`src/phy_ctl_defs.svh`:
```
`ifndef PHY_CTL_DEFS_SVH
`define PHY_CTL_DEFS_SVH

// Register indexes, byte address is four times the index
`define IDX_SELFID_CTRL      3'h4
`define IDX_IRQ_RST_CTRL     3'h5
`define ADDR_IDX_HI          4
`define ADDR_IDX_LO          2

// selfid_report_control fields
`define BIT_LINK_ACT_CTRL    7
`define BIT_CONTENDER        6
`define FLD_JITTER_HI        5
`define FLD_JITTER_LO        3
`define FLD_PWR_HI           2
`define FLD_PWR_LO           0
`define JITTER_VALUE         3'h0

// interrupt_and_reset_control fields
`define BIT_RESUME_IRQ_EN    7
`define BIT_SHORT_BR_REQ     6
`define BIT_CFG_TIMEOUT      5
`define BIT_CABLE_PWR_IRQ    4
`define BIT_STATE_TIMEOUT    3
`define BIT_PORT_EVENT_IRQ   2

// Reset values
`define RST_LINK_ACT_CTRL    1'h1
`define RST_CONTENDER        1'h0
`define RST_RESUME_IRQ_EN    1'h0
`define RST_SHORT_BR_REQ     1'h0
`define RST_CFG_TIMEOUT      1'h0
`define RST_CABLE_PWR_IRQ    1'h1
`define RST_STATE_TIMEOUT    1'h0
`define RST_PORT_EVENT_IRQ   1'h0

// Timing
`define CLK_PERIOD_NS        40
`define SHORT_RESET_NS       1300000
`define LONG_RESET_NS        166000
`define SHORT_RESET_CYCLES   ((`SHORT_RESET_NS + `CLK_PERIOD_NS - 1) / `CLK_PERIOD_NS)
`define LONG_RESET_CYCLES    ((`LONG_RESET_NS + `CLK_PERIOD_NS - 1) / `CLK_PERIOD_NS)
`define TIMER_W              16
`define NUM_PORTS            3

`endif

```
`src/phy_ctl_pkg.sv`:
```
package phy_ctl_pkg;

   typedef struct packed {
      logic        read;
      logic        write;
      logic [4:0]  address;
      logic [3:0]  byteenable;
      logic [31:0] writedata;
   } avs_req_t;

   typedef struct packed {
      logic [2:0] power;
      logic       contender;
      logic       link_active;
   } selfid_bits_t;

   typedef enum logic [1:0] {
      BR_IDLE,
      BR_PENDING,
      BR_ACTIVE
   } brst_state_t;

endpackage

```
`src/sticky_flag.sv`:
```
`timescale 1ns/1ps
module sticky_flag #(
   parameter logic RESET_VAL = 1'b0
) (
   input  wire logic i_clk,
   input  wire logic i_rst,
   input  wire logic i_set,
   input  wire logic i_clear,
   output logic      o_flag
);

   // Set wins over a clear in the same cycle
   always_ff @(posedge i_clk) begin
      if (i_rst) begin
         o_flag <= RESET_VAL;
      end else if (i_set) begin
         o_flag <= 1'b1;
      end else if (i_clear) begin
         o_flag <= 1'b0;
      end
   end

endmodule

```
`src/reset_timer.sv`:
```
`timescale 1ns/1ps
`include "phy_ctl_defs.svh"
module reset_timer (
   input  wire logic                 i_clk,
   input  wire logic                 i_rst,
   input  wire logic                 i_start,
   input  wire logic [`TIMER_W-1:0]  i_cycles,
   output logic                      o_busy,
   output logic                      o_done
);

   logic [`TIMER_W-1:0] count;

   always_ff @(posedge i_clk) begin
      if (i_rst) begin
         count  <= '0;
         o_busy <= 1'b0;
         o_done <= 1'b0;
      end else if (i_start) begin
         count  <= i_cycles - `TIMER_W'(1);
         o_busy <= 1'b1;
         o_done <= 1'b0;
      end else if (o_busy && count == '0) begin
         o_busy <= 1'b0;
         o_done <= 1'b1;
      end else begin
         count  <= o_busy ? count - `TIMER_W'(1) : count;
         o_done <= 1'b0;
      end
   end

endmodule

```
`src/phy_selfid_irq_control_bits.sv`:
```
`timescale 1ns/1ps
`include "phy_ctl_defs.svh"
module phy_selfid_irq_control_bits
   import phy_ctl_pkg::*;
#(
   parameter int SHORT_CYCLES = `SHORT_RESET_CYCLES,
   parameter int LONG_CYCLES  = `LONG_RESET_CYCLES
) (
   input  wire logic                  i_clk,
   input  wire logic                  i_rst,
   input  wire avs_req_t              i_avs,
   output logic [31:0]                o_avs_readdata,
   output logic                       o_avs_waitrequest,
   input  wire logic                  i_link_power_status,
   input  wire logic                  i_link_request,
   input  wire logic [2:0]            i_power_class_pins,
   input  wire logic                  i_cable_power_status,
   input  wire logic [`NUM_PORTS-1:0] i_resume_start,
   input  wire logic                  i_arb_tree_id_timeout,
   input  wire logic                  i_topology_has_1394a,
   input  wire logic                  i_legacy_1995_present,
   input  wire logic                  i_state_timeout,
   input  wire logic                  i_bus_reset,
   input  wire logic                  i_reset_opportunity,
   output selfid_bits_t               o_selfid,
   output logic                       o_link_if_operational,
   output logic                       o_link_request_served,
   output logic                       o_link_wake_out,
   output logic                       o_bus_reset_active,
   output logic                       o_bus_reset_short,
   output logic                       o_bus_reset_done
);

   ////////////////////////////////////////////////////////////////////////
   // Declarations

   logic         link_active_report_ctrl;
   logic         contender_flag;
   logic [2:0]   node_power_class;
   logic         resume_watch_irq_enable;
   logic         short_bus_reset_request;
   logic         long_reset_pending;
   logic         config_timeout_flag;
   logic         cable_power_irq_flag;
   logic         state_timeout_flag;
   logic         port_event_irq_flag;
   logic         cable_power_prev;
   brst_state_t  brst_state;
   brst_state_t  next_brst_state;

   wire logic       req_any      = i_avs.read | i_avs.write;
   wire logic       bus_fire     = req_any & ~o_avs_waitrequest;
   wire logic [2:0] reg_idx      =
      i_avs.address[`ADDR_IDX_HI:`ADDR_IDX_LO];
   wire logic       lane0_wr     =
      i_avs.write & ~o_avs_waitrequest & i_avs.byteenable[0];
   wire logic       wr_selfid    = lane0_wr & (reg_idx == `IDX_SELFID_CTRL);
   wire logic       wr_irqrst    = lane0_wr & (reg_idx == `IDX_IRQ_RST_CTRL);
   wire logic [7:0] wdata        = i_avs.writedata[7:0];

   wire logic reset_wanted = short_bus_reset_request | long_reset_pending;
   wire logic reset_start =
      (brst_state == BR_PENDING) & i_reset_opportunity & reset_wanted;
   wire logic bus_reset_evt = i_bus_reset | reset_start;
   wire logic use_short =
      short_bus_reset_request & ~long_reset_pending & ~i_legacy_1995_present;
   wire logic [`TIMER_W-1:0] reset_cycles =
      use_short ? `TIMER_W'(SHORT_CYCLES) : `TIMER_W'(LONG_CYCLES);

   wire logic set_cfg_timeout =
      i_arb_tree_id_timeout & i_topology_has_1394a;
   wire logic set_cable_irq = cable_power_prev & ~i_cable_power_status;
   wire logic set_state_to  = i_state_timeout;
   wire logic set_port_event = resume_watch_irq_enable &
      ((|i_resume_start) |
       (~i_link_power_status &
        (set_cfg_timeout | set_cable_irq | set_state_to)));
   wire logic any_wake_flag =
      config_timeout_flag | cable_power_irq_flag | state_timeout_flag;
   wire logic next_wake =
      resume_watch_irq_enable & any_wake_flag & ~i_link_power_status;

   wire logic [7:0] selfid_rd = {link_active_report_ctrl, contender_flag,
                                 `JITTER_VALUE, node_power_class};
   wire logic [7:0] irqrst_rd = {resume_watch_irq_enable,
                                 short_bus_reset_request,
                                 config_timeout_flag, cable_power_irq_flag,
                                 state_timeout_flag, port_event_irq_flag,
                                 2'h0};
   wire logic [7:0] rd_sel =
      (reg_idx == `IDX_SELFID_CTRL)  ? selfid_rd :
      (reg_idx == `IDX_IRQ_RST_CTRL) ? irqrst_rd : 8'h00;

   ////////////////////////////////////////////////////////////////////////
   // Bus slave, one wait cycle then answer

   always_ff @(posedge i_clk) begin
      if (i_rst) begin
         o_avs_waitrequest <= 1'b1;
         o_avs_readdata    <= 32'h0000_0000;
      end else begin
         o_avs_waitrequest <= ~(req_any & o_avs_waitrequest);
         o_avs_readdata    <= {24'h00_0000, rd_sel};
      end
   end

   ////////////////////////////////////////////////////////////////////////
   // Self-ID report control

   always_ff @(posedge i_clk) begin
      if (i_rst) begin
         link_active_report_ctrl <= `RST_LINK_ACT_CTRL;
         contender_flag          <= `RST_CONTENDER;
         node_power_class        <= i_power_class_pins;
      end else if (wr_selfid) begin
         link_active_report_ctrl <= wdata[`BIT_LINK_ACT_CTRL];
         contender_flag          <= wdata[`BIT_CONTENDER];
         node_power_class        <= wdata[`FLD_PWR_HI:`FLD_PWR_LO];
      end
   end

   always_ff @(posedge i_clk) begin
      if (i_rst) begin
         o_selfid <= '0;
      end else begin
         o_selfid.link_active <= link_active_report_ctrl &
                                 i_link_power_status;
         o_selfid.contender   <= contender_flag;
         o_selfid.power       <= node_power_class;
      end
   end

   ////////////////////////////////////////////////////////////////////////
   // Link interface status and wake

   always_ff @(posedge i_clk) begin
      if (i_rst) begin
         o_link_if_operational <= 1'b0;
         o_link_request_served <= 1'b0;
         o_link_wake_out       <= 1'b0;
         cable_power_prev      <= 1'b1;
      end else begin
         o_link_if_operational <= i_link_power_status;
         o_link_request_served <= i_link_request &
                                  i_link_power_status;
         o_link_wake_out       <= next_wake;
         cable_power_prev      <= i_cable_power_status;
      end
   end

   ////////////////////////////////////////////////////////////////////////
   // Interrupt enable and short reset request

   always_ff @(posedge i_clk) begin
      if (i_rst) begin
         resume_watch_irq_enable <= `RST_RESUME_IRQ_EN;
      end else if (wr_irqrst) begin
         resume_watch_irq_enable <= wdata[`BIT_RESUME_IRQ_EN];
      end
   end

   always_ff @(posedge i_clk) begin
      if (i_rst) begin
         short_bus_reset_request <= `RST_SHORT_BR_REQ;
      end else if (wr_irqrst && wdata[`BIT_SHORT_BR_REQ]) begin
         short_bus_reset_request <= 1'b1;
      end else if (bus_reset_evt) begin
         short_bus_reset_request <= 1'b0;
      end
   end

   always_ff @(posedge i_clk) begin
      if (i_rst) begin
         long_reset_pending <= 1'b0;
      end else if (set_state_to) begin
         long_reset_pending <= 1'b1;
      end else if (reset_start) begin
         long_reset_pending <= 1'b0;
      end
   end

   ////////////////////////////////////////////////////////////////////////
   // Sticky flags, cleared by writing 1

   sticky_flag #(.RESET_VAL(`RST_CFG_TIMEOUT)) u_cfg_timeout (
      .i_clk   (i_clk),
      .i_rst   (i_rst),
      .i_set   (set_cfg_timeout),
      .i_clear (wr_irqrst & wdata[`BIT_CFG_TIMEOUT]),
      .o_flag  (config_timeout_flag)
   );

   sticky_flag #(.RESET_VAL(`RST_CABLE_PWR_IRQ)) u_cable_pwr (
      .i_clk   (i_clk),
      .i_rst   (i_rst),
      .i_set   (set_cable_irq),
      .i_clear (wr_irqrst & wdata[`BIT_CABLE_PWR_IRQ]),
      .o_flag  (cable_power_irq_flag)
   );

   sticky_flag #(.RESET_VAL(`RST_STATE_TIMEOUT)) u_state_to (
      .i_clk   (i_clk),
      .i_rst   (i_rst),
      .i_set   (set_state_to),
      .i_clear (wr_irqrst & wdata[`BIT_STATE_TIMEOUT]),
      .o_flag  (state_timeout_flag)
   );

   sticky_flag #(.RESET_VAL(`RST_PORT_EVENT_IRQ)) u_port_event (
      .i_clk   (i_clk),
      .i_rst   (i_rst),
      .i_set   (set_port_event),
      .i_clear (wr_irqrst & wdata[`BIT_PORT_EVENT_IRQ]),
      .o_flag  (port_event_irq_flag)
   );

   ////////////////////////////////////////////////////////////////////////
   // Bus reset sequencing

   always_comb begin
      next_brst_state = brst_state;
      unique case (brst_state)
         BR_IDLE: begin
            if (reset_wanted) begin
               next_brst_state = BR_PENDING;
            end
         end
         BR_PENDING: begin
            if (!reset_wanted) begin
               next_brst_state = BR_IDLE;
            end else if (i_reset_opportunity) begin
               next_brst_state = BR_ACTIVE;
            end
         end
         BR_ACTIVE: begin
            if (o_bus_reset_done) begin
               next_brst_state = BR_IDLE;
            end
         end
      endcase
   end

   always_ff @(posedge i_clk) begin
      if (i_rst) begin
         brst_state        <= BR_IDLE;
         o_bus_reset_short <= 1'b0;
      end else begin
         brst_state <= next_brst_state;
         if (reset_start) begin
            o_bus_reset_short <= use_short;
         end
      end
   end

   reset_timer u_reset_timer (
      .i_clk    (i_clk),
      .i_rst    (i_rst),
      .i_start  (reset_start),
      .i_cycles (reset_cycles),
      .o_busy   (o_bus_reset_active),
      .o_done   (o_bus_reset_done)
   );
endmodule

```
`config.mk`:
```
export PLATFORM = sky130hd
export DESIGN_NAME = phy_selfid_irq_control_bits
export DESIGN_NICKNAME = d
export VERILOG_FILES = /design/src/phy_ctl_pkg.sv /design/src/sticky_flag.sv /design/src/reset_timer.sv /design/src/phy_selfid_irq_control_bits.sv
export VERILOG_INCLUDE_DIRS = /design/src /design/src/src
export SDC_FILE = /design/constraint.sdc
export NUM_CORES = 1
export LEC_CHECK = 0
export BUFFER_PORTS_ARGS = -buffer_cell sky130_fd_sc_hd__buf_2
export CAP_MARGIN = 20
export CORE_MARGIN = 2
export CORE_UTILIZATION = 37
export CTS_BUF_LIST = sky130_fd_sc_hd__clkbuf_4 sky130_fd_sc_hd__clkbuf_8
export DETAILED_ROUTE_END_ITERATION = 12
export GPL_TIMING_DRIVEN = 0
export PLACE_DENSITY_LB_ADDON = 0.12
export SLEW_MARGIN = 25
export SYNTH_ARGS = -nofsm -noshare
export SYNTH_HDL_FRONTEND = slang
export SYNTH_SLANG_ARGS = --single-unit
```
`constraint.sdc`:
```
create_clock -name i_clk -period 7.9 [get_ports i_clk]
set_clock_uncertainty 0.05 [all_clocks]
set_input_delay 1.58 -clock i_clk [delete_from_list [all_inputs] [get_ports i_clk]]
set_output_delay 1.58 -clock i_clk [all_outputs]
set_load 0.01 [all_outputs]
```
==> impl_metrics.csv <==
group,metric,value,unit
cts,clkLatencyLatePin,0.31,ns
sta,setup_viol,0,
layout,n_antenna_cell,0,
detailed_routing,routed_via_density,4.73,
sta,timing.fmax,262,MHz
cts,cts_tree,"done",
global_routing,grt_max_degree,19,
place,post-dp-hpwl,3970,um
layout,final_util,0.460,
layout,fin_area,0.00289,sq mm
setup_path,critPathKind,"input port to register",
synthesis,ys_seq_elements,51,
pwr,finalPower,0.526,mW
pwr,cellLeakagePower,1.33,nW
pwr,peakVddDrop,0.0940,mV
floorplan,fp-row-count,29,
place,gp_congestion,0.823,
pwr,swShare,0.290,
pwr,power_frac_seq,0.522,
floorplan,die_w,83.9,um
pwr,power_density,182,mW/mm^2
synthesis,synth_top_cells_by_area,"dfxtp_1 (41%), buf_4 (7.6%), nor2_1 (4.0%)",
sta,finalMaxSlewViolations,0,
cts,h-tree-depth,2,
cts,post_cts_resize_count,0,
floorplan,placeableCoreArea,0.00628,sq mm
cts,ctsHoldBuffers,0,
sta,fin_tns_setup,0,ns
setup_path,start_kind,"input port",
outcome,status,"completed",
synthesis,synth.top_cell.area_share,0.406,
synthesis,syn_area_per_cell,9.17,sq um
cts,cts-root-buf,"clkbuf_8",
detailed_routing,drc_errors,0,
sta,slew_headroom,0.448,
synthesis,synthDistinctLibCells,52,
global_routing,grt_overflow,0,
cts,numCtsBuffers,5,
sta,rsz0062_at_grt,"false",
global_routing,gr-usage-all-layers,0.149,
detailed_routing,drtIter0Drc,67,
global_routing,grt_pass1_vias,1798,
place,dp_cells,407,
global_routing,grt_pass1_wl,8470,um
synthesis,synth_area_leader_cell,"dfxtp_1",
pwr,power_frac_comb,0.172,
setup_path,worstPathRequired,8.04,ns
cts,post-cts-setup-buffer-count,0,
sta,layout_min_cycle_time,3.82,ns
floorplan,dieArea,0.00705,sq mm
synthesis,ys_seq_area_frac,0.444,
synthesis,synthCells,258,
layout,final_nets,401,
place,dp_slack,3.79,ns
place,postPlaceCellArea,0.00279,sq mm
floorplan,die_height,83.9,um
synthesis,synth-async-reset-ratio,0,
sta,fin_crit_sh,0.484,
pwr,power.switching,0.152,mW
setup_path,cp-end-kind,"register",
floorplan,ios,104,
synthesis,ys.flop_type,"dfxtp_1",
layout,fin_cells,415,
detailed_routing,route.final.wire_length,5180,um
detailed_routing,antenna_left,0,
sta,timing.hold.ws,0.391,ns
detailed_routing,drt_first_pass_iters,4,
synthesis,syn-cell-area,0.00236,sq mm
layout,nFillCells,644,
job,drv_cap,0,
setup_path,critPathArrivalTime,3.96,ns
cts,ctsLongestPathBuffers,2,
sta,tightest_slew,0.827,ns
cts,clk_pin_slew,0.10,ns
detailed_routing,vias,1965,
sta,fin_ws,4.08,ns
setup_path,crit_fanout,10,
synthesis,synth_warnings,0,
synthesis,synth_edf_count,3,
floorplan,start_util,0.377,
detailed_routing,wl_per_cell,12.5,um
cts,cts_sinks,51,
global_routing,grt_antenna_before_repair,0,
pwr,clkPwrFrac,0.305,
place,port_buffers,49,
sta,finalHoldViolations,0,
pwr,p_int,0.373,mW
layout,drive_above_1_share,0.278,
min_path,hp-class,"register to register",
layout,synthToLayoutAreaGrowth,22.1,%
## flip-flops by register name, summed over array words and instances, names as in the netlist, 2 cells and up
register / cells
brst_state: 2
node_power_class: 3
o_avs_readdata: 8
o_selfid: 5
u_reset_timer.count: 16
## placed cells by master, fill, tap and decap left out, types with 5 or more instances in the layout
master	count
a21oi_1	13
and3_1	7
buf_2	52
buf_4	24
clkbuf_1	5
clkbuf_8	5
conb_1	24
dfxtp_1	48
inv_1	11
mux2i_1	6
nand2_1	21
nor2_1	25
nor2b_1	6
nor3_1	7
o21ai_0	6
## worst paths after layout
path | from | endpoint | slack (ns) | cells after the start
worst min register to register | u_reset_timer.count[15] | u_reset_timer.count[15] | 0.39 | 2
worst max-delay path | i_reset_opportunity | u_reset_timer.count[6] | 4.08 | 11
worst min-delay path | u_reset_timer.count[15] | u_reset_timer.count[15] | 0.39 | 2
worst max register to register | brst_state[1] | u_reset_timer.count[6] | 4.84 | 12
## cells in the mapped netlist (3+ instances only)
cell type  number
nand2b_1        3
mux2_2          4
or3_1           4
xnor2_1         3
xor2_1          3
and2_1          4
o21ai_0         6
ha_1            4
clkbuf_1        5
nor3_1          7
nor2b_1         6
a22oi_1         3
inv_1          11
buf_2           3
nor2_1         25
a21oi_1        13
and3_1          7
mux2i_1         6
dfxtp_1        48
buf_4          24
edfxtp_1        3
a31oi_1         3
nor3b_1         4
nand2_1        21
o211ai_1        4
## layout make-up
cell class | count | area (sq um) | area share
inverters | 11 | 41.3 | 0.0143
plain buffers | 33 | 219 | 0.0758
well taps | 77 | 96.3 | 0.0334
clock buffers | 5 | 68.8 | 0.0238
clock inverters | 3 | 26.3 | 0.00910
repair buffers | 49 | 245 | 0.0849
flip-flops and latches | 51 | 1050 | 0.364
multi-input cells | 186 | 1140 | 0.395
## cell families (layout without fill, tap and decap cells)
group	Yosys count	after routing	synth area share
simple gates	94	94	0.214
flops	51	51	0.444
compound gates	48	48	0.142
buf+inv	44	101	0.110
mux	10	10	0.0444
xor+xnor	6	6	0.0222
fa+ha+maj	4	4	0.0212
other cells	1	24	0.00159
## worst max-delay path, stage by stage
cell and delay (ns):
buf_2 0.11, nand2_1 0.08, or4b_1 0.50, buf_2 0.22
o21ai_0 0.11, ha_1 0.21, nor2b_1 0.35, nand3b_1 0.17
a2111oi_2 0.40, xnor2_1 0.16, o22ai_1 0.08
## power groups by stage
stage	clock, mW	sequential [mW]	combinational (mW)
2_1_floorplan	0	0.281	0.0652
3_3_place_gp	0	0.280	0.0907
3_5_place_dp	0	0.281	0.0900
4_1_cts	0.165	0.275	0.0904
5_1_grt	0.174	0.276	0.103
6_report	0.161	0.274	0.0906
## layer usage
metal | share of wire | track usage
met1 | 0.46 | 0.192
met2 | 0.48 | 0.247
met3 | 0.048 | 0.0356
met4 | 0.012 | 0.0484
met5 | 0 | 0
Note: power is estimated with default switching activity, not from simulation.
